[config.mk]
export PLATFORM = sky130hd
export DESIGN_NAME = spi_slave_datagram_port
export DESIGN_NICKNAME = d
export VERILOG_FILES = /design/src/pkg/spi_datagram_pkg.sv /design/src/rtl/pin_sync.sv /design/src/rtl/spi_slave_datagram_port.sv
export VERILOG_INCLUDE_DIRS = /design/src /design/src/pkg
export SDC_FILE = /design/constraint.sdc
export NUM_CORES = 1
export LEC_CHECK = 0
export BUFFER_PORTS_ARGS = -buffer_cell sky130_fd_sc_hd__buf_2
export CAP_MARGIN = 20
export CORE_MARGIN = 5
export CORE_UTILIZATION = 58
export DETAILED_ROUTE_END_ITERATION = 7
export PLACE_DENSITY = 0.87
export SLEW_MARGIN = 20
export SYNTH_ARGS = -nofsm -noshare
export SYNTH_HDL_FRONTEND = slang
export SYNTH_SLANG_ARGS = --single-unit
[constraint.sdc]
create_clock -name sys_clk -period 2.6 [get_ports sys_clk]
set_input_delay 0.52 -clock sys_clk [delete_from_list [all_inputs] [get_ports sys_clk]]
set_output_delay 0.52 -clock sys_clk [all_outputs]
set_load 0.05 [all_outputs]
[src/pkg/spi_datagram_map.svh]
`ifndef SPI_DATAGRAM_MAP_SVH
`define SPI_DATAGRAM_MAP_SVH
// datagram layout
`define DG_BITS        40
`define DG_WRITE_BIT   39
`define DG_ADDR_HI     38
`define DG_ADDR_LO     32
`define DG_DATA_HI     31
`define DG_STATUS_BITS 8
`define DG_ADDR_BITS   7
`define DG_DATA_BITS   32
// reset values
`define DG_RET_RESET   32'h00000000
// pin reset levels {select, link clock, data in}: select idles high
`define DG_PIN_IDLE    3'b100
// timing counts
`define DG_CNT_SAT     6'h3f
`endif

[src/pkg/spi_datagram_pkg.sv]
/*
 * types shared by the serial datagram port.
 * assumes spi_datagram_map.svh is on the include path.
 */
package spi_datagram_pkg;
  typedef logic [6:0]  reg_addr_t;
  typedef logic [31:0] reg_data_t;
  typedef logic [7:0]  status_byte_t;
  typedef enum logic [1:0] {
    link_idle,
    link_shift,
    link_done
  } link_state_t;
endpackage : spi_datagram_pkg

[src/rtl/pin_sync.sv]
/*
 * two-flop synchroniser for the link pins.
 * assumes pins are asynchronous to sys_clk.
 */
`timescale 1ns/1ps
module pin_sync (
  input  wire logic sys_clk,
  input  wire logic rst_b,
  input  wire logic clk_en,
  input  wire logic pin_in,
  input  wire logic reset_level,
  output logic      pin_out
);
  logic meta_q;
  logic meta_d;
  logic sync_q;
  logic sync_d;

  always_comb begin
    meta_d = meta_q;
    sync_d = sync_q;
    if (clk_en) begin
      meta_d = pin_in;
      sync_d = meta_q;
    end
  end

  // reset_level is tied to a constant by the parent
  always_ff @(posedge sys_clk) begin
    if (!rst_b) begin
      meta_q <= reset_level;
      sync_q <= reset_level;
    end else begin
      meta_q <= meta_d;
      sync_q <= sync_d;
    end
  end

  assign pin_out = sync_q;
endmodule : pin_sync

[src/rtl/spi_slave_datagram_port.sv]
/*
 * serial datagram slave: 40-bit frames, status byte first, pipelined read back.
 * assumes the register file sits outside and answers rd_data in the cycle
 * cmd_valid pulses; link pins are asynchronous and sampled on sys_clk.
 */
`timescale 1ns/1ps
`include "spi_datagram_map.svh"

// How it works
// (RULE_01) frame starts only after select falls; bits before it are ignored.
// (RULE_02) sample input on clock rise, change output after clock fall.
// (RULE_03) most significant bit goes first in both directions.
// (RULE_04) master gives at least 40 clocks per complete frame.
// (RULE_05) first eight bits out are the status byte every frame.
// (RULE_06) fewer than 40 clocks: frame dropped, no read, no write.
// (RULE_07) eight-clock frame just returns the status byte, nothing else.
// (RULE_08) extra bits beyond 40 come out delayed by 40 clocks.
// (RULE_09) master holds select low for the whole frame.
// (RULE_10) select rising latches shift register as command and executes it.
// (RULE_11) longer frames use only the last 40 bits as command.
// (RULE_12) port runs on system clock; link clock at most a quarter.
// (RULE_13) bit 39 is write flag, next seven bits the address.
// (RULE_14) every datagram carries 32 data bits.
// (RULE_15) read returns register content captured at request in next frame.
// (RULE_16) write returns copy of written data in next frame.
// (RULE_17) invalid frame leaves pending return data untouched.
module spi_slave_datagram_port
  import spi_datagram_pkg::*;
(
  input  wire logic                      sys_clk,
  input  wire logic                      rst_b,
  input  wire logic                      clk_en,
  input  wire logic                      spi_select_n,
  input  wire logic                      spi_serial_clock,
  input  wire logic                      spi_serial_in,
  output logic                           spi_serial_out,
  input  wire spi_datagram_pkg::status_byte_t link_status_byte,
  output logic                           cmd_valid,
  output logic                           cmd_write,
  output spi_datagram_pkg::reg_addr_t    cmd_addr,
  output spi_datagram_pkg::reg_data_t    cmd_data,
  input  wire spi_datagram_pkg::reg_data_t rd_data
);
  // sampled pins: select, link clock, data in
  localparam logic [2:0] pin_idle = `DG_PIN_IDLE;

  logic       [2:0] pin_raw;
  wire  logic [2:0] pin_s;
  logic             sel_n_s;
  logic             sck_s;
  logic             sdi_s;

  assign pin_raw = {spi_select_n, spi_serial_clock, spi_serial_in};

  // every pin comes from the host's clock, so it passes two flops before use
  for (genvar g = 0; g < 3; g++) begin : g_pin
    pin_sync u_sync (
      .sys_clk     (sys_clk),
      .rst_b       (rst_b),
      .clk_en      (clk_en),
      .pin_in      (pin_raw[g]),
      .reset_level (pin_idle[g]),
      .pin_out     (pin_s[g])
    );
  end

  assign sel_n_s = pin_s[2];
  assign sck_s   = pin_s[1];
  assign sdi_s   = pin_s[0];

  link_state_t           state_q;
  link_state_t           state_d;
  logic                  sel_prev_q;
  logic                  sel_prev_d;
  logic                  sck_prev_q;
  logic                  sck_prev_d;
  logic [`DG_BITS-1:0]   rx_q;
  logic [`DG_BITS-1:0]   rx_d;
  logic [`DG_BITS-1:0]   tx_q;
  logic [`DG_BITS-1:0]   tx_d;
  logic [5:0]            cnt_q;
  logic [5:0]            cnt_d;
  reg_data_t             ret_q;
  reg_data_t             ret_d;
  logic                  sdo_q;
  logic                  sdo_d;
  logic                  cv_q;
  logic                  cv_d;
  logic                  cw_q;
  logic                  cw_d;
  reg_addr_t             ca_q;
  reg_addr_t             ca_d;
  reg_data_t             cd_q;
  reg_data_t             cd_d;
  logic                  rd_pend_q;
  logic                  rd_pend_d;

  logic sck_rise;
  logic sck_fall;
  logic sel_fall;
  logic sel_rise;

  assign sck_rise = sck_s && !sck_prev_q;     // RULE_12
  assign sck_fall = !sck_s && sck_prev_q;     // RULE_12
  assign sel_fall = !sel_n_s && sel_prev_q;
  assign sel_rise = sel_n_s && !sel_prev_q;

  logic frame_open;
  logic bit_in;
  logic bit_out;
  logic frame_end;
  logic frame_ok;

  assign frame_open = (state_q == link_idle) && sel_fall;
  assign bit_in     = (state_q == link_shift) && !sel_rise && sck_rise;
  assign bit_out    = (state_q == link_shift) && !sel_rise && sck_fall;
  assign frame_end  = (state_q == link_done);
  // a frame is a command only with 40 or more link clocks
  assign frame_ok   = frame_end && (cnt_q >= 6'(`DG_BITS));

  // edge history of the synchronised pins
  always_comb begin
    sel_prev_d = sel_prev_q;
    sck_prev_d = sck_prev_q;
    if (clk_en) begin
      sel_prev_d = sel_n_s;
      sck_prev_d = sck_s;
    end
  end

  always_ff @(posedge sys_clk) begin
    if (!rst_b) begin
      sel_prev_q <= 1'b1;
      sck_prev_q <= 1'b0;
    end else begin
      sel_prev_q <= sel_prev_d;
      sck_prev_q <= sck_prev_d;
    end
  end

  // frame sequencer
  always_comb begin
    state_d = state_q;
    if (clk_en) begin
      case (state_q)
        link_idle: begin
          if (sel_fall) begin                            // RULE_01
            state_d = link_shift;
          end
        end
        link_shift: begin
          if (sel_rise) begin                            // RULE_09
            state_d = link_done;
          end
        end
        link_done: begin
          state_d = link_idle;
        end
        default: begin
          state_d = link_idle;
        end
      endcase
    end
  end

  always_ff @(posedge sys_clk) begin
    if (!rst_b) begin
      state_q <= link_idle;
    end else begin
      state_q <= state_d;
    end
  end

  // rising link edges in this frame, saturating so long daisy chains cannot wrap
  always_comb begin
    cnt_d = cnt_q;
    if (clk_en) begin
      if (frame_open) begin
        cnt_d = 6'h00;
      end else if (bit_in && (cnt_q != `DG_CNT_SAT)) begin
        cnt_d = cnt_q + 6'h01;
      end
    end
  end

  always_ff @(posedge sys_clk) begin
    if (!rst_b) begin
      cnt_q <= 6'h00;
    end else begin
      cnt_q <= cnt_d;
    end
  end

  // receive shift: the newest 40 bits are the command
  always_comb begin
    rx_d = rx_q;
    if (clk_en && bit_in) begin
      rx_d = {rx_q[`DG_BITS-2:0], sdi_s};              // RULE_02 RULE_03 RULE_11
    end
  end

  always_ff @(posedge sys_clk) begin
    if (!rst_b) begin
      rx_q <= '0;
    end else begin
      rx_q <= rx_d;
    end
  end

  // transmit shift: status byte and return word, then the input 40 clocks late
  always_comb begin
    tx_d = tx_q;
    if (clk_en) begin
      if (frame_open) begin
        tx_d = {link_status_byte, ret_q};              // RULE_05 RULE_14
      end else if (bit_in) begin
        // refill with the bit just taken so it reaches the top 39 clocks later
        tx_d = {tx_q[`DG_BITS-2:0], sdi_s};            // RULE_08
      end
    end
  end

  always_ff @(posedge sys_clk) begin
    if (!rst_b) begin
      tx_q <= '0;
    end else begin
      tx_q <= tx_d;
    end
  end

  // serial output: status msb at frame open, next bit after each link fall
  always_comb begin
    sdo_d = sdo_q;
    if (clk_en) begin
      if (frame_open) begin
        sdo_d = link_status_byte[`DG_STATUS_BITS-1];   // RULE_03
      end else if (bit_out) begin
        sdo_d = tx_q[`DG_BITS-1];                      // RULE_02
      end else if (frame_end) begin
        sdo_d = 1'b0;
      end
    end
  end

  always_ff @(posedge sys_clk) begin
    if (!rst_b) begin
      sdo_q <= 1'b0;
    end else begin
      sdo_q <= sdo_d;
    end
  end

  // command outputs: one pulse per valid frame, fields held until the next
  always_comb begin
    cv_d      = 1'b0;
    cw_d      = cw_q;
    ca_d      = ca_q;
    cd_d      = cd_q;
    rd_pend_d = 1'b0;
    if (!clk_en) begin
      cv_d      = cv_q;
      rd_pend_d = rd_pend_q;
    end else if (frame_ok) begin                       // RULE_06 RULE_07
      cv_d      = 1'b1;                                // RULE_10
      cw_d      = rx_q[`DG_WRITE_BIT];                 // RULE_13
      ca_d      = rx_q[`DG_ADDR_HI:`DG_ADDR_LO];       // RULE_13
      cd_d      = rx_q[`DG_DATA_HI:0];                 // RULE_14
      rd_pend_d = !rx_q[`DG_WRITE_BIT];                // RULE_15
    end
  end

  always_ff @(posedge sys_clk) begin
    if (!rst_b) begin
      cv_q      <= 1'b0;
      cw_q      <= 1'b0;
      ca_q      <= '0;
      cd_q      <= '0;
      rd_pend_q <= 1'b0;
    end else begin
      cv_q      <= cv_d;
      cw_q      <= cw_d;
      ca_q      <= ca_d;
      cd_q      <= cd_d;
      rd_pend_q <= rd_pend_d;
    end
  end

  // return word for the next frame; a dropped frame leaves it as it is
  always_comb begin
    ret_d = ret_q;
    if (clk_en) begin
      if (rd_pend_q) begin
        // the register file answers while the command pulse stands
        ret_d = rd_data;                               // RULE_15
      end else if (frame_ok && rx_q[`DG_WRITE_BIT]) begin
        ret_d = rx_q[`DG_DATA_HI:0];                   // RULE_16 RULE_17
      end
    end
  end

  always_ff @(posedge sys_clk) begin
    if (!rst_b) begin
      ret_q <= `DG_RET_RESET;
    end else begin
      ret_q <= ret_d;
    end
  end

  assign spi_serial_out = sdo_q;
  assign cmd_valid      = cv_q;
  assign cmd_write      = cw_q;
  assign cmd_addr       = ca_q;
  assign cmd_data       = cd_q;
endmodule : spi_slave_datagram_port

==> impl_results.md <==
* Status: finished clean
* Vias in the first global route at 5,478
* First-pass GRT wire length at 26.4 mm
* Post-Synth Simple-Gate Area at 20.6%
* Final setup viols at 0
* Largest family of logic cells by synthesized area: simple AND/OR/NAND/NOR gates
* Fin. max-slew vios at 0
* Dpl ws at 492 ps
* Finished Cell Area at 8130 µm²
* Clk slew on worst S/H paths at 60 ps
* Layout Utilization at 68.0%
* Worst-skew pair later-pin latency at 430 ps
* Count leader, synth: nand2_1
* Mux cell area share after synthesis at 5.53%
* Root Buffer: clkbuf_16
* Critical Path AT at 2430 ps
* Yosys warnings at 0
* Num CTS Buffers at 17
* DP Area at 7570 µm²
* WL per Instance at 15.6 µm
* Postcts setup bufs at 0
* Synth Area per Inst at 8.54 µm²
* Initial antenna violation count at 0
* Setup crit start kind: flip-flop
* Setup crit end kind: flip-flop
* Post-Synth Adder-Cell Area at 0.355%
* Most area-consuming cells after synthesis: dfxtp_1, nand2_1, a311oi_2, a21oi_1, mux2i_1
* Worst slew pin tran at 549 ps
* Max-Cap Viols at 0
* Hold Violations, Final at 0
* DR iter-0 viols at 486
* Vias at 5,910
* Final instance count without filler cells at 1,038
* Total Wirelength at 16.2 mm
* Post-Syn Nets at 874
* Ys flop type: dfxtp_1
* CTS tree: done
* GPL Wtd Cong at 0.840
* XOR/XNOR Fraction of Synth Area at 0%
* Worst vdd ir at 0.000564 V
* Port Buffers at 87
* PD cells at 650 nW/µm²
* Post-route ant nets at 0
* Yosys top cell area share at 48.5%
* Die Ht at 120 µm
* Min Hold Slack at 303 ps
* EDFF count, synth at 0
* I/O Pins at 88
* Compound-Gate Fraction of Synth Area at 20.3%
* Clock Path Buffers at 2
* Cell count after synthesis at 826
* Congestion Overflow GR at 0
* Tot GR Track Use at 22.3%
* Core area at 12,000 µm²
* Setup TNS at 0 ps
* Largest net degree at the start of global routing at 76
* Crit path largest cell delay at 530 ps
* Hold buffers post-CTS at 0
* Crit path max-delay cell type: dfxtp_1
* Clock sink count at 171
* Tcrit/Tclk final at 79.2%
* Yosys top cell by area: dfxtp_1
* CTS resizes at 0
* Mapped Area at 7060 µm²
* Min-Delay Path Class: in -> reg
* Slew headroom at 63.3%
* Total placed cells including tap cells at 1,006
* CP top delay family: simple AND/OR/NAND/NOR gates
* DRC violations left at 0
* Commonest cells post-synth: nand2_1, dfxtp_1, a21oi_1
* Die width at 120 µm
* DR pass1 iterations at 5
* Clk_skew at 8.01 ps
* Site row count at 40
* Fillcell total at 885
* Final Net Count at 926
* CP cell instances: or4b_1, buf_4, nand2_1, or4_1, nand3_1
* Synth async-reset ratio at 0%
* Crit Path Max Fanout at 43
* Final WS setup at 540 ps
* Worst Path Required at 2970 ps
* Die area at 14,500 µm²
* Antenna cells at 0
* Unique masters post-synth at 38
* Power Total at 5.28 mW
* Post-synthesis sequential area ratio at 48.5%
* Max Fclk at 0.485 GHz
* Fin crit period at 2060 ps
* Initial Utilization at 59.0%
* Worst path bufs/invs at 1
* H-tree depth at 4
* Pleak at 2.67 nW
* Via density at 5.69
* Post-DP HPWL at 10.2 mm
* RSZ-0062 raised after global routing: false
* Area grow syn2layout at 15.2%
* FF+latch count, synth at 171
* Critical path type: reg -> reg
* Layout cell share with drive strength beyond 1 at 20.0%
==> where the power goes <==
part / leakage (nW) / internal [mW] / switching, mW
sequential: 1.38 / 2.64 / 0.0173
clock: 0.280 / 1.35 / 1.05
combinational: 1.01 / 0.0786 / 0.136
total: 2.67 / 4.08 / 1.21
==> kinds of logic (layout without fill, tap and decap cells) <==
logic type	count (synthesis)	after routing
and+or+nand+nor	361	361
AOI/OAI and AO/OA	178	178
DFF	171	171
buffers and inverters	75	140
muxes	39	39
adders and majority gates	2	2
==> worst reg2reg max path, stage by stage (launching register included) <==
cell and delay, ps:
dfxtp_1 530, or4b_1 260, buf_4 430, nand2_1 190
or4_1 500, nand3_1 90
==> cell usage in the layout (no fill, tap or decap), types with 2 or more instances in the layout <==
cell / n
clkbuf_1: 2
or4_1: 2
dfxtp_1: 170
nand2b_1: 2
buf_4: 8
nand3_1: 7
buf_12: 6
nand4b_1: 2
nand3b_1: 3
o211ai_1: 6
buf_2: 87
a311oi_2: 40
clkbuf_16: 17
a211oi_1: 32
inv_1: 6
nand2_1: 249
nor2_1: 80
mux2i_1: 39
clkinv_4: 2
a21oi_1: 88
or3_1: 3
ha_1: 2
o21ai_0: 4
clkinv_2: 4
nor2b_1: 4
and2_1: 2
inv_6: 6
==> state kept, by name, summed over array words and instances, names as in the netlist <==
name,count
g_pin.u_sync.meta_q,3
ret_q,32
cmd_valid,1
cmd_write,1
rx_q,40
cmd_addr,7
state_q,2
spi_serial_out,1
cmd_data,32
g_pin.u_sync.pin_out,3
sck_prev_q,1
rd_pend_q,1
sel_prev_q,1
tx_q,40
cnt_q,6
==> per-layer routing <==
layer | vias to the layer above | global-route usage (%) | share of wire [%]
met4 | 0 | 7.51 | 2.0
met5 | - | 0 | 0
met3 | 33 | 6.13 | 6.2
met2 | 197 | 33.7 | 46
li1 | 2921 | - | -
met1 | 2759 | 31.0 | 46
==> path summary, 6_finish.rpt <==
kind	from	end	cells past startpoint	slack [ps]
max	state_q[0]$_SDFFE_PN0P_	cnt_q[4]$_SDFFE_PN0P_	5	540
min	spi_select_n	g_pin[2].u_sync.meta_q$_SDFFE_PN1P_	3	300
max reg2reg	state_q[0]$_SDFFE_PN0P_	cnt_q[4]$_SDFFE_PN0P_	5	540
min reg2reg	cmd_addr[3]$_SDFFE_PN0P_	cmd_addr[3]$_SDFFE_PN0P_	2	450
==> final cells by class <==
cell class	instances	area (µm²)	area share (%)
Sequential cell	171	3420	42.1
Multi-Input combinational cell	580	3320	40.8
Timing Repair Buffer	101	616	7.57
Clock buffer	20	447	5.49
Tap cell	147	184	2.26
Clock inverter	12	111	1.37
Inverter	7	31.3	0.385
Power figures use the tool's default switching activity.
